`config.mk`:
```
export PLATFORM = sky130hd
export DESIGN_NAME = uhs_sched_regs
export DESIGN_NICKNAME = d
export VERILOG_FILES = /design/src/uhs_pkg.sv /design/src/uhs_ms_timer.sv /design/src/uhs_edge_pacer.sv /design/src/uhs_sched_regs.sv
export SDC_FILE = /design/constraint.sdc
export NUM_CORES = 1
export LEC_CHECK = 0
export BUFFER_PORTS_ARGS = -buffer_cell sky130_fd_sc_hd__buf_2
export CAP_MARGIN = 20
export CORE_UTILIZATION = 65
export CTS_CLUSTER_DIAMETER = 150
export DETAILED_ROUTE_END_ITERATION = 8
export PLACE_DENSITY = 0.83
export SYNTH_ARGS = -nofsm -noshare
export SYNTH_HDL_FRONTEND = slang
export SYNTH_SLANG_ARGS = --single-unit
```
`constraint.sdc`:
```
create_clock -name clk -period 13.5 [get_ports clk]
set_clock_uncertainty 0.15 [all_clocks]
set_input_delay 1.35 -clock clk [delete_from_list [all_inputs] [get_ports clk]]
set_output_delay 1.35 -clock clk [all_outputs]
set_load 0.03 [all_outputs]
```
`src/uhs_pkg.sv`:
```
`default_nettype none

package uhs_pkg;

  // ----------------------------------------------------------------
  // Register map
  // ----------------------------------------------------------------
  localparam logic [15:0] LIST_FILLED_FLAGS_OFF  = 16'h0334;
  localparam logic [15:0] ASYNC_DONE_TIMEOUT_OFF = 16'h0338;
  localparam logic [15:0] PIO_READ_POINTER_OFF   = 16'h033c;
  localparam logic [15:0] EDGE_IRQ_PACING_OFF    = 16'h0340;

  localparam logic [31:0] LIST_FILLED_FLAGS_RST  = 32'h0000_0000;
  localparam logic [31:0] ASYNC_DONE_TIMEOUT_RST = 32'h0000_0000;
  localparam logic [31:0] PIO_READ_POINTER_RST   = 32'h0000_0000;
  localparam logic [7:0]  MIN_WIDTH_RST          = 8'h00;
  localparam logic [15:0] BANK_PTR_RST           = 16'h0000;
  localparam logic [1:0]  BANK_SEL_RST           = 2'h0;

  // ----------------------------------------------------------------
  // Field positions
  // ----------------------------------------------------------------
  localparam int ASYNC_LIST_FILLED_BIT = 0;
  localparam int INT_LIST_FILLED_BIT   = 1;
  localparam int ISO_LIST_FILLED_BIT   = 2;
  localparam int LIST_COUNT            = 3;
  localparam int START_ADDR_LSB        = 0;
  localparam int START_ADDR_MSB        = 15;
  localparam int BANK_SEL_LSB          = 16;
  localparam int BANK_SEL_MSB          = 17;
  localparam int MIN_WIDTH_LSB         = 24;
  localparam int MIN_WIDTH_MSB         = 31;
  localparam int BANK_COUNT            = 4;

  // Each programmed-I/O read moves the pointer on by one word address.
  localparam logic [15:0] PTR_STEP = 16'h0001;

  // ----------------------------------------------------------------
  // Timing
  // ----------------------------------------------------------------
  localparam int CLK_HZ         = 25_000_000;
  localparam int MS_TIME_US     = 1000;
  localparam int UFRAME_TIME_US = 125;
  localparam int MS_CYCLES      = (CLK_HZ / 1_000_000) * MS_TIME_US;
  localparam int UFRAME_CYCLES  = (CLK_HZ / 1_000_000) * UFRAME_TIME_US;

  // ----------------------------------------------------------------
  // Carriers
  // ----------------------------------------------------------------
  typedef struct packed {
    logic        wr;
    logic        rd;
    logic [15:0] addr;
    logic [31:0] wdata;
  } uhsBusReq_t;

endpackage

`default_nettype wire

```
`src/uhs_ms_timer.sv`:
```
`timescale 1ns/1ns
`default_nettype none

module uhs_ms_timer
  import uhs_pkg::*;
#(
  parameter int MsCycles = MS_CYCLES
) (
  // Clock and reset
  input  wire logic        clk,
  input  wire logic        rstSync_b,
  // Control
  input  wire logic        start,
  input  wire logic        clear,
  input  wire logic [31:0] limit,
  // Status
  output logic             expired
);

  logic [31:0] divCnt_r;
  logic [31:0] msCnt_r;
  logic        running_r;
  logic        expired_r;
  logic        msTick;
  logic        lastMs;

  assign msTick  = running_r && (divCnt_r == 32'(MsCycles - 1));
  assign lastMs  = msTick && (msCnt_r == limit - 32'h1);
  assign expired = expired_r;

  // The divider rests while idle, so the first millisecond is a full one.
  always_ff @(posedge clk or negedge rstSync_b) begin
    if (!rstSync_b) begin
      divCnt_r <= 32'h0;
    end else if (!running_r || msTick) begin
      divCnt_r <= 32'h0;
    end else begin
      divCnt_r <= divCnt_r + 32'h1;
    end
  end

  always_ff @(posedge clk or negedge rstSync_b) begin
    if (!rstSync_b) begin
      msCnt_r <= 32'h0;
    end else if (!running_r) begin
      msCnt_r <= 32'h0;
    end else if (msTick) begin
      msCnt_r <= msCnt_r + 32'h1;
    end
  end

  // A zero limit disables the timeout altogether.
  always_ff @(posedge clk or negedge rstSync_b) begin
    if (!rstSync_b) begin
      running_r <= 1'b0;
    end else if (lastMs) begin
      running_r <= 1'b0;
    end else if (start && !running_r && (limit != 32'h0)) begin
      running_r <= 1'b1;
    end else if (clear) begin
      running_r <= 1'b0;
    end
  end

  // Expiry wins over an acknowledge in the same cycle.
  always_ff @(posedge clk or negedge rstSync_b) begin
    if (!rstSync_b) begin
      expired_r <= 1'b0;
    end else if (lastMs) begin
      expired_r <= 1'b1;
    end else if (clear) begin
      expired_r <= 1'b0;
    end
  end

endmodule

`default_nettype wire

```
`src/uhs_edge_pacer.sv`:
```
`timescale 1ns/1ns
`default_nettype none

module uhs_edge_pacer
  import uhs_pkg::*;
(
  // Clock and reset
  input  wire logic       clk,
  input  wire logic       rstSync_b,
  // Control
  input  wire logic [7:0] minWidth,
  // Events
  input  wire logic       eventIn,
  output logic            edgeIrq
);

  logic [11:0] uframeCnt_r;
  logic [7:0]  gapCnt_r;
  logic        pending_r;
  logic        edgeIrq_r;
  logic        uframeTick;
  logic        fire;

  assign uframeTick = (uframeCnt_r == 12'(UFRAME_CYCLES - 1));
  // A zero width fires at once, even while a gap left over from an earlier
  // nonzero setting is still counting down.
  assign fire       = ((gapCnt_r == 8'h00) || (minWidth == 8'h00)) && (eventIn || pending_r);
  assign edgeIrq    = edgeIrq_r;

  always_ff @(posedge clk or negedge rstSync_b) begin
    if (!rstSync_b) begin
      uframeCnt_r <= 12'h000;
    end else if (uframeTick) begin
      uframeCnt_r <= 12'h000;
    end else begin
      uframeCnt_r <= uframeCnt_r + 12'h001;
    end
  end

  // The gap is counted in whole microframe ticks, so the real spacing may be
  // up to one microframe shorter than asked, or one clock longer when a fire lands on a tick.
  always_ff @(posedge clk or negedge rstSync_b) begin
    if (!rstSync_b) begin
      gapCnt_r <= 8'h00;
    end else if (minWidth == 8'h00) begin
      gapCnt_r <= 8'h00;
    end else if (fire) begin
      gapCnt_r <= minWidth;
    end else if (uframeTick && (gapCnt_r != 8'h00)) begin
      gapCnt_r <= gapCnt_r - 8'h01;
    end
  end

  always_ff @(posedge clk or negedge rstSync_b) begin
    if (!rstSync_b) begin
      pending_r <= 1'b0;
    end else if (fire) begin
      pending_r <= 1'b0;
    end else if (eventIn) begin
      pending_r <= 1'b1;
    end
  end

  always_ff @(posedge clk or negedge rstSync_b) begin
    if (!rstSync_b) begin
      edgeIrq_r <= 1'b0;
    end else begin
      edgeIrq_r <= fire;
    end
  end

endmodule

`default_nettype wire

```
`src/uhs_sched_regs.sv`:
```
`timescale 1ns/1ns
`default_nettype none

// What this block does
// RULE1 - Iso filled bit enables iso list
// RULE2 - Interrupt filled bit enables interrupt list
// RULE3 - Async filled bit enables async list
// RULE4 - Walk only valid, unskipped descriptor headers
// RULE5 - Software writes reserved bits as reset
// RULE6 - Millisecond async-done timeout raises enabled interrupt
// RULE7 - Timeout for async completions; resets zero
// RULE8 - Software sets start address before reading
// RULE9 - Memory write latches pointer per bank
// RULE10 - Each bank read advances that pointer
// RULE11 - Bits 17:16 select one of four banks
// RULE12 - Bits 15:0 give read start address
// RULE13 - Start address serves programmed reads only
// RULE14 - Minimum edge-interrupt spacing in microframes
module uhs_sched_regs
  import uhs_pkg::*;
#(
  parameter int MsCycles = MS_CYCLES
) (
  // Clock and reset
  input  wire logic        clk,
  input  wire logic        rst_b,
  // Register access from the processor interface
  input  wire uhsBusReq_t  cpuReq,
  output logic [31:0]      rdData,
  output logic             rdValid,
  // Descriptor scheduler
  output logic [2:0]       listEnable,
  input  wire logic        hdrValid,
  input  wire logic        hdrSkip,
  input  wire logic [1:0]  hdrList,
  output logic             hdrTake,
  // Async-done timeout
  input  wire logic        asyncDone,
  input  wire logic        asyncDoneAck,
  input  wire logic        irqEnable,
  output logic             asyncTimeoutIrq,
  // Programmed-I/O memory reads
  input  wire logic        pioRead,
  input  wire logic [1:0]  pioBank,
  output logic [15:0]      pioAddr,
  // Edge interrupt pacing
  input  wire logic        edgeEvent,
  output logic             edgeIrq
);

  // ----------------------------------------------------------------
  // Reset release
  // ----------------------------------------------------------------
  logic rstMeta_r;
  logic rstSync_b;

  always_ff @(posedge clk or negedge rst_b) begin
    if (!rst_b) begin
      rstMeta_r <= 1'b0;
      rstSync_b <= 1'b0;
    end else begin
      rstMeta_r <= 1'b1;
      rstSync_b <= rstMeta_r;
    end
  end

  // ----------------------------------------------------------------
  // Decode
  // ----------------------------------------------------------------
  function automatic logic hit(input logic [15:0] addr, input logic [15:0] off);
    hit = (addr == off);
  endfunction

  logic wrFlags;
  logic wrTimeout;
  logic wrMem;
  logic wrPacing;

  assign wrFlags   = cpuReq.wr && hit(cpuReq.addr, LIST_FILLED_FLAGS_OFF);
  assign wrTimeout = cpuReq.wr && hit(cpuReq.addr, ASYNC_DONE_TIMEOUT_OFF);
  assign wrMem     = cpuReq.wr && hit(cpuReq.addr, PIO_READ_POINTER_OFF);
  assign wrPacing  = cpuReq.wr && hit(cpuReq.addr, EDGE_IRQ_PACING_OFF);

  // ----------------------------------------------------------------
  // List filled flags
  // ----------------------------------------------------------------
  logic [2:0] listFilled_r;

  // Reserved bits are not stored; they read back as zero.
  always_ff @(posedge clk or negedge rstSync_b) begin
    if (!rstSync_b) begin
      listFilled_r <= LIST_FILLED_FLAGS_RST[2:0];
    end else if (wrFlags) begin
      listFilled_r <= cpuReq.wdata[2:0]; // see RULE1 see RULE2 see RULE3
    end
  end

  assign listEnable = listFilled_r;

  // A header is handed to the scheduler only when its list is enabled.
  always_comb begin
    hdrTake = 1'b0;
    if (hdrList != 2'h3) begin
      hdrTake = listFilled_r[hdrList] && hdrValid && !hdrSkip; // see RULE4
    end
  end

  // ----------------------------------------------------------------
  // Async-done timeout
  // ----------------------------------------------------------------
  logic [31:0] timeout_r;
  logic        expired;
  logic        timeoutIrq_r;

  always_ff @(posedge clk or negedge rstSync_b) begin
    if (!rstSync_b) begin
      timeout_r <= ASYNC_DONE_TIMEOUT_RST; // see RULE7
    end else if (wrTimeout) begin
      timeout_r <= cpuReq.wdata;
    end
  end

  // Async completions start the timer only while the async list is enabled.
  uhs_ms_timer #(
    .MsCycles (MsCycles)
  ) msTimer (
    .clk       (clk),
    .rstSync_b (rstSync_b),
    .start     (asyncDone && listFilled_r[ASYNC_LIST_FILLED_BIT]), // see RULE7
    .clear     (asyncDoneAck),
    .limit     (timeout_r),
    .expired   (expired)
  );

  always_ff @(posedge clk or negedge rstSync_b) begin
    if (!rstSync_b) begin
      timeoutIrq_r <= 1'b0;
    end else begin
      timeoutIrq_r <= expired && irqEnable; // see RULE6
    end
  end

  assign asyncTimeoutIrq = timeoutIrq_r;

  // ----------------------------------------------------------------
  // Programmed-I/O read pointers
  // ----------------------------------------------------------------
  logic [15:0] bankPtr_r [BANK_COUNT];
  logic [1:0]  bankSel_r;
  logic [1:0]  wrBank;

  assign wrBank = cpuReq.wdata[BANK_SEL_MSB:BANK_SEL_LSB];

  always_ff @(posedge clk or negedge rstSync_b) begin
    if (!rstSync_b) begin
      bankSel_r <= BANK_SEL_RST;
    end else if (wrMem) begin
      bankSel_r <= wrBank; // see RULE11
    end
  end

  // A new start address beats a read of the same bank in the same cycle,
  // because software rewrites the pointer exactly to restart the run.
  always_ff @(posedge clk or negedge rstSync_b) begin
    if (!rstSync_b) begin
      for (int i = 0; i < BANK_COUNT; i++) begin
        bankPtr_r[i] <= BANK_PTR_RST;
      end
    end else begin
      for (int i = 0; i < BANK_COUNT; i++) begin
        if (wrMem && (wrBank == 2'(i))) begin
          bankPtr_r[i] <= cpuReq.wdata[START_ADDR_MSB:START_ADDR_LSB]; // see RULE9 see RULE12
        end else if (pioRead && (pioBank == 2'(i))) begin
          bankPtr_r[i] <= bankPtr_r[i] + PTR_STEP; // see RULE10
        end
      end
    end
  end

  // DMA has its own address register; this pointer feeds PIO reads alone.
  assign pioAddr = bankPtr_r[pioBank]; // see RULE13

  // ----------------------------------------------------------------
  // Edge interrupt pacing
  // ----------------------------------------------------------------
  logic [7:0] minWidth_r;

  always_ff @(posedge clk or negedge rstSync_b) begin
    if (!rstSync_b) begin
      minWidth_r <= MIN_WIDTH_RST;
    end else if (wrPacing) begin
      minWidth_r <= cpuReq.wdata[MIN_WIDTH_MSB:MIN_WIDTH_LSB];
    end
  end

  uhs_edge_pacer pacer (
    .clk       (clk),
    .rstSync_b (rstSync_b),
    .minWidth  (minWidth_r), // see RULE14
    .eventIn   (edgeEvent),
    .edgeIrq   (edgeIrq)
  );

  // ----------------------------------------------------------------
  // Read back
  // ----------------------------------------------------------------
  logic [31:0] rdData_r;
  logic        rdValid_r;

  always_ff @(posedge clk or negedge rstSync_b) begin
    if (!rstSync_b) begin
      rdData_r <= 32'h0000_0000;
    end else if (cpuReq.rd) begin
      unique case (cpuReq.addr)
        LIST_FILLED_FLAGS_OFF:  rdData_r <= {29'h0, listFilled_r};
        ASYNC_DONE_TIMEOUT_OFF: rdData_r <= timeout_r;
        PIO_READ_POINTER_OFF:   rdData_r <= {14'h0, bankSel_r, bankPtr_r[bankSel_r]};
        EDGE_IRQ_PACING_OFF:    rdData_r <= {minWidth_r, 24'h00_0000};
        default:                rdData_r <= 32'h0000_0000;
      endcase
    end
  end

  always_ff @(posedge clk or negedge rstSync_b) begin
    if (!rstSync_b) begin
      rdValid_r <= 1'b0;
    end else begin
      rdValid_r <= cpuReq.rd;
    end
  end

  assign rdData  = rdData_r;
  assign rdValid = rdValid_r;
endmodule

`default_nettype wire

```
==> results.txt <==
Via count - 10950
Vias/cell - 6.383
Clk buf depth - 3
Slew Viols, Final - 0
Max Freq - 239.1 MHz
Layout cell share with drive strength beyond 1 - 18.48%
CP max stage cell - or3_1
DRT iter0 DRCs - 894
Core area - 19590 sq um
Final net count - 1505
Worst Setup Start Kind - input port
Final setup viols - 0
Clk sink count - 233
Reg clk slew, reported paths - 70 ps
H-tree Lvls - 1
Routed len/inst - 19.70 um
Cells along the critical path - buf_2, nor4b_1, and4_1, and2_1, nand2_1, or3_1, nor2_1, a21oi_1
Area added between synthesis and finish - 12.73%
Synth Instances - 1342
Worst vdd ir - 0.1276 mV
Pwr Density - 114.4 nW/um^2
Maxcap violations - 0
First drt pass iteration count - 7
Resize count post-CTS - 0
CTS Hold Bufs - 0
Sequential-to-total area share from yosys stat - 44.49%
Cell leakage power - 0.006499 uW
Worst setup EP type - flop
DIE WIDTH - 144 um
Vias in the first global route - 10500
Sum of buffers and inverters on the critical path - 1
Commonest non-fill, non-tap cell in the layout - dfrtp_1
Crit path kind - input port to flop
Top FF cell, synth - dfrtp_1
IO Port Bufs - 117
Core Rows - 51
Gpl congestion - 0.8809
Post-route minimum period - 4183 ps
Total gr overflow - 0
CTS buffer count - 25
Mapped Avg Cell Area - 9.766 sq um
Global-route wire length before repair - 53920 um
N_diodes - 0
Largest net degree at the start of global routing - 85
Die height - 144 um
Antenna viol nets, final - 0
Most frequent cells in the layout - 232 x dfrtp_1, 179 x nor2_1, 117 x buf_2
R2r setup slk - 9980 ps
Ys async rst share - 100.0%
Area enclosed by the die boundary - 20740 sq um
CP max FO - 32
Post-CTS setup buffers - 0
I/O pins - 118
End-of-flow core utilization - 75.42%
EDFF count, synth - 0
YS warnings - 0
Total Wirelength - 33780 um
Top Family by Delay on Critical Path - simple AND/OR/NAND/NOR gates
TNS Setup - 0 ps
Antenna violations before repair - 0
Yosys reg bits - 233
RSZ-0062 raised after global routing - false
Fin crit share - 30.98%
Final hold vios - 0
Initial Util - 66.90%
Tightest Pin Transition - 1080 ps
Critical Path RT - 13700 ps
Post-Syn Nets - 1416
Worst rel slew slack - 27.59%
Post-synth top area cell - dfrtp_1
Post-synth cell types - 68
Max incr delay on CP - 770 ps
GRT Resource Usage Total - 33.56%
CTS tree - built
Drc violations - 0
Largest cells by area after synthesis - dfrtp_1 44%, xor2_1 5.9%, mux4_2 5.5%
Synth top area share - 44.49%
Clk_lat worst skew - 530 ps
Status - finished clean
Clock root cell - clkbuf_16
Critical Path AT - 4380 ps
Hold Crit Class - flop to flop
Mapped Area - 13110 sq um
Hpwl dp - 23850 um
layer usage:
| layer | GRT usage (%) | vias to the layer above | share of wire, % |
|---|---|---|---|
| met3 | 6.490 | 100 | 8.9 |
| met1 | 45.46 | 5346 | 41 |
| met2 | 53.75 | 529 | 47 |
| met5 | 0 | - | 0 |
| li1 | - | 4971 | - |
| met4 | 12.71 | 0 | 3.5 |
flip-flops by register name (all words and copies together), names as in the netlist:
register and count:
bankSel_r 2, listEnable 3, pacer.pending_r 1, msTimer.msCnt_r 32, msTimer.expired 1, rstSync_b 1
pacer.uframeCnt_r 12, minWidth_r 8, rdValid 1, timeout_r 32, pacer.gapCnt_r 8, msTimer.divCnt_r 32
rdData 32, msTimer.running_r 1, pacer.edgeIrq 1, rstMeta_r 1, asyncTimeoutIrq 1, bankPtr_r 64
Yosys cell counts, types with 4 or more instances:
cell type	count
mux4_2	32
xnor2_1	77
or4_1	9
and3_1	32
nor2_1	179
nor4b_1	5
nor4_1	26
nand2_1	79
clkbuf_1	59
a22oi_1	27
a21oi_1	96
and2_1	11
nand3_1	53
nor3_1	31
nand4_1	32
a211oi_1	4
o21ai_0	31
nand2b_1	6
ha_1	11
xor2_1	88
inv_1	44
and4b_1	4
nor2b_1	5
and4_1	14
nor3b_1	4
or3_1	17
dfrtp_1	233
o22ai_1	17
mux2_2	47
mux2i_1	7
o31ai_1	4
buf_1	7
power breakdown:
group | internal, uW | total [uW] | leakage [uW] | switching [uW]
registers | 729 | 787 | 0.00319 | 57.8
logic | 77.3 | 178 | 0.00290 | 101
clock network | 427 | 724 | 0.000414 | 298
total | 1230 | 1690 | 0.00650 | 457
kinds of logic after synthesis:
| kind of cell | after synthesis | share of synthesized area (%) |
|---|---|---|
| compound gates | 204 | 9.241 |
| xor+xnor | 165 | 11.03 |
| fa+ha+maj | 11 | 1.050 |
| buf+inv | 112 | 3.217 |
| flops | 233 | 44.49 |
| mux | 86 | 10.07 |
| other cells | 1 | 0.02861 |
| simple gates | 530 | 20.88 |
cell type report:
class	count	area, sq um
Clock buffer	28	646.9
Clock inverter	18	229.0
Fill cell	1346	4816
Inverter	45	168.9
Multi-Input combinational cell	997	6863
Sequential cell	233	5834
Tap cell	265	331.6
Timing Repair Buffer	129	700.7
worst paths after layout:
path | start | endpoint | depth (start not counted)
max | cpuReq[32] | bankPtr_r[60]$_DFFE_PN0P_ | 8
min | rstMeta_r$_DFF_PN0_ | rstSync_b$_DFF_PN0_ | 0
max reg2reg | timeout_r[0]$_DFFE_PN0P_ | msTimer.running_r$_DFFE_PN0P_ | 9
min reg2reg | rstMeta_r$_DFF_PN0_ | rstSync_b$_DFF_PN0_ | 0
max in group asynchronous | rstSync_b$_DFF_PN0_ | msTimer.msCnt_r[3]$_DFFE_PN0N_ | 1
min in group asynchronous | rstSync_b$_DFF_PN0_ | bankPtr_r[51]$_DFFE_PN0P_ | 0
metrics by stage:
| stage | cells | hold slack, ps | area [sq um] | power [uW] | worst slack (ps) |
|---|---|---|---|---|---|
| floorplan | 1342 | 181.2 | 13110 | 898.0 | 6376 |
| global placement | 1666 | 187.6 | 13850 | 961.6 | 8811 |
| detailed placement | 1667 | 192.0 | 13870 | 971.1 | 8916 |
| CTS | 1713 | 206.2 | 14740 | 1689 | 9321 |
| global route | 1715 | 218.6 | 14770 | 1738 | 9160 |
| finish | 1715 | 201.7 | 14770 | 1690 | 9317 |
Note: power is estimated with default switching activity, not from simulation.
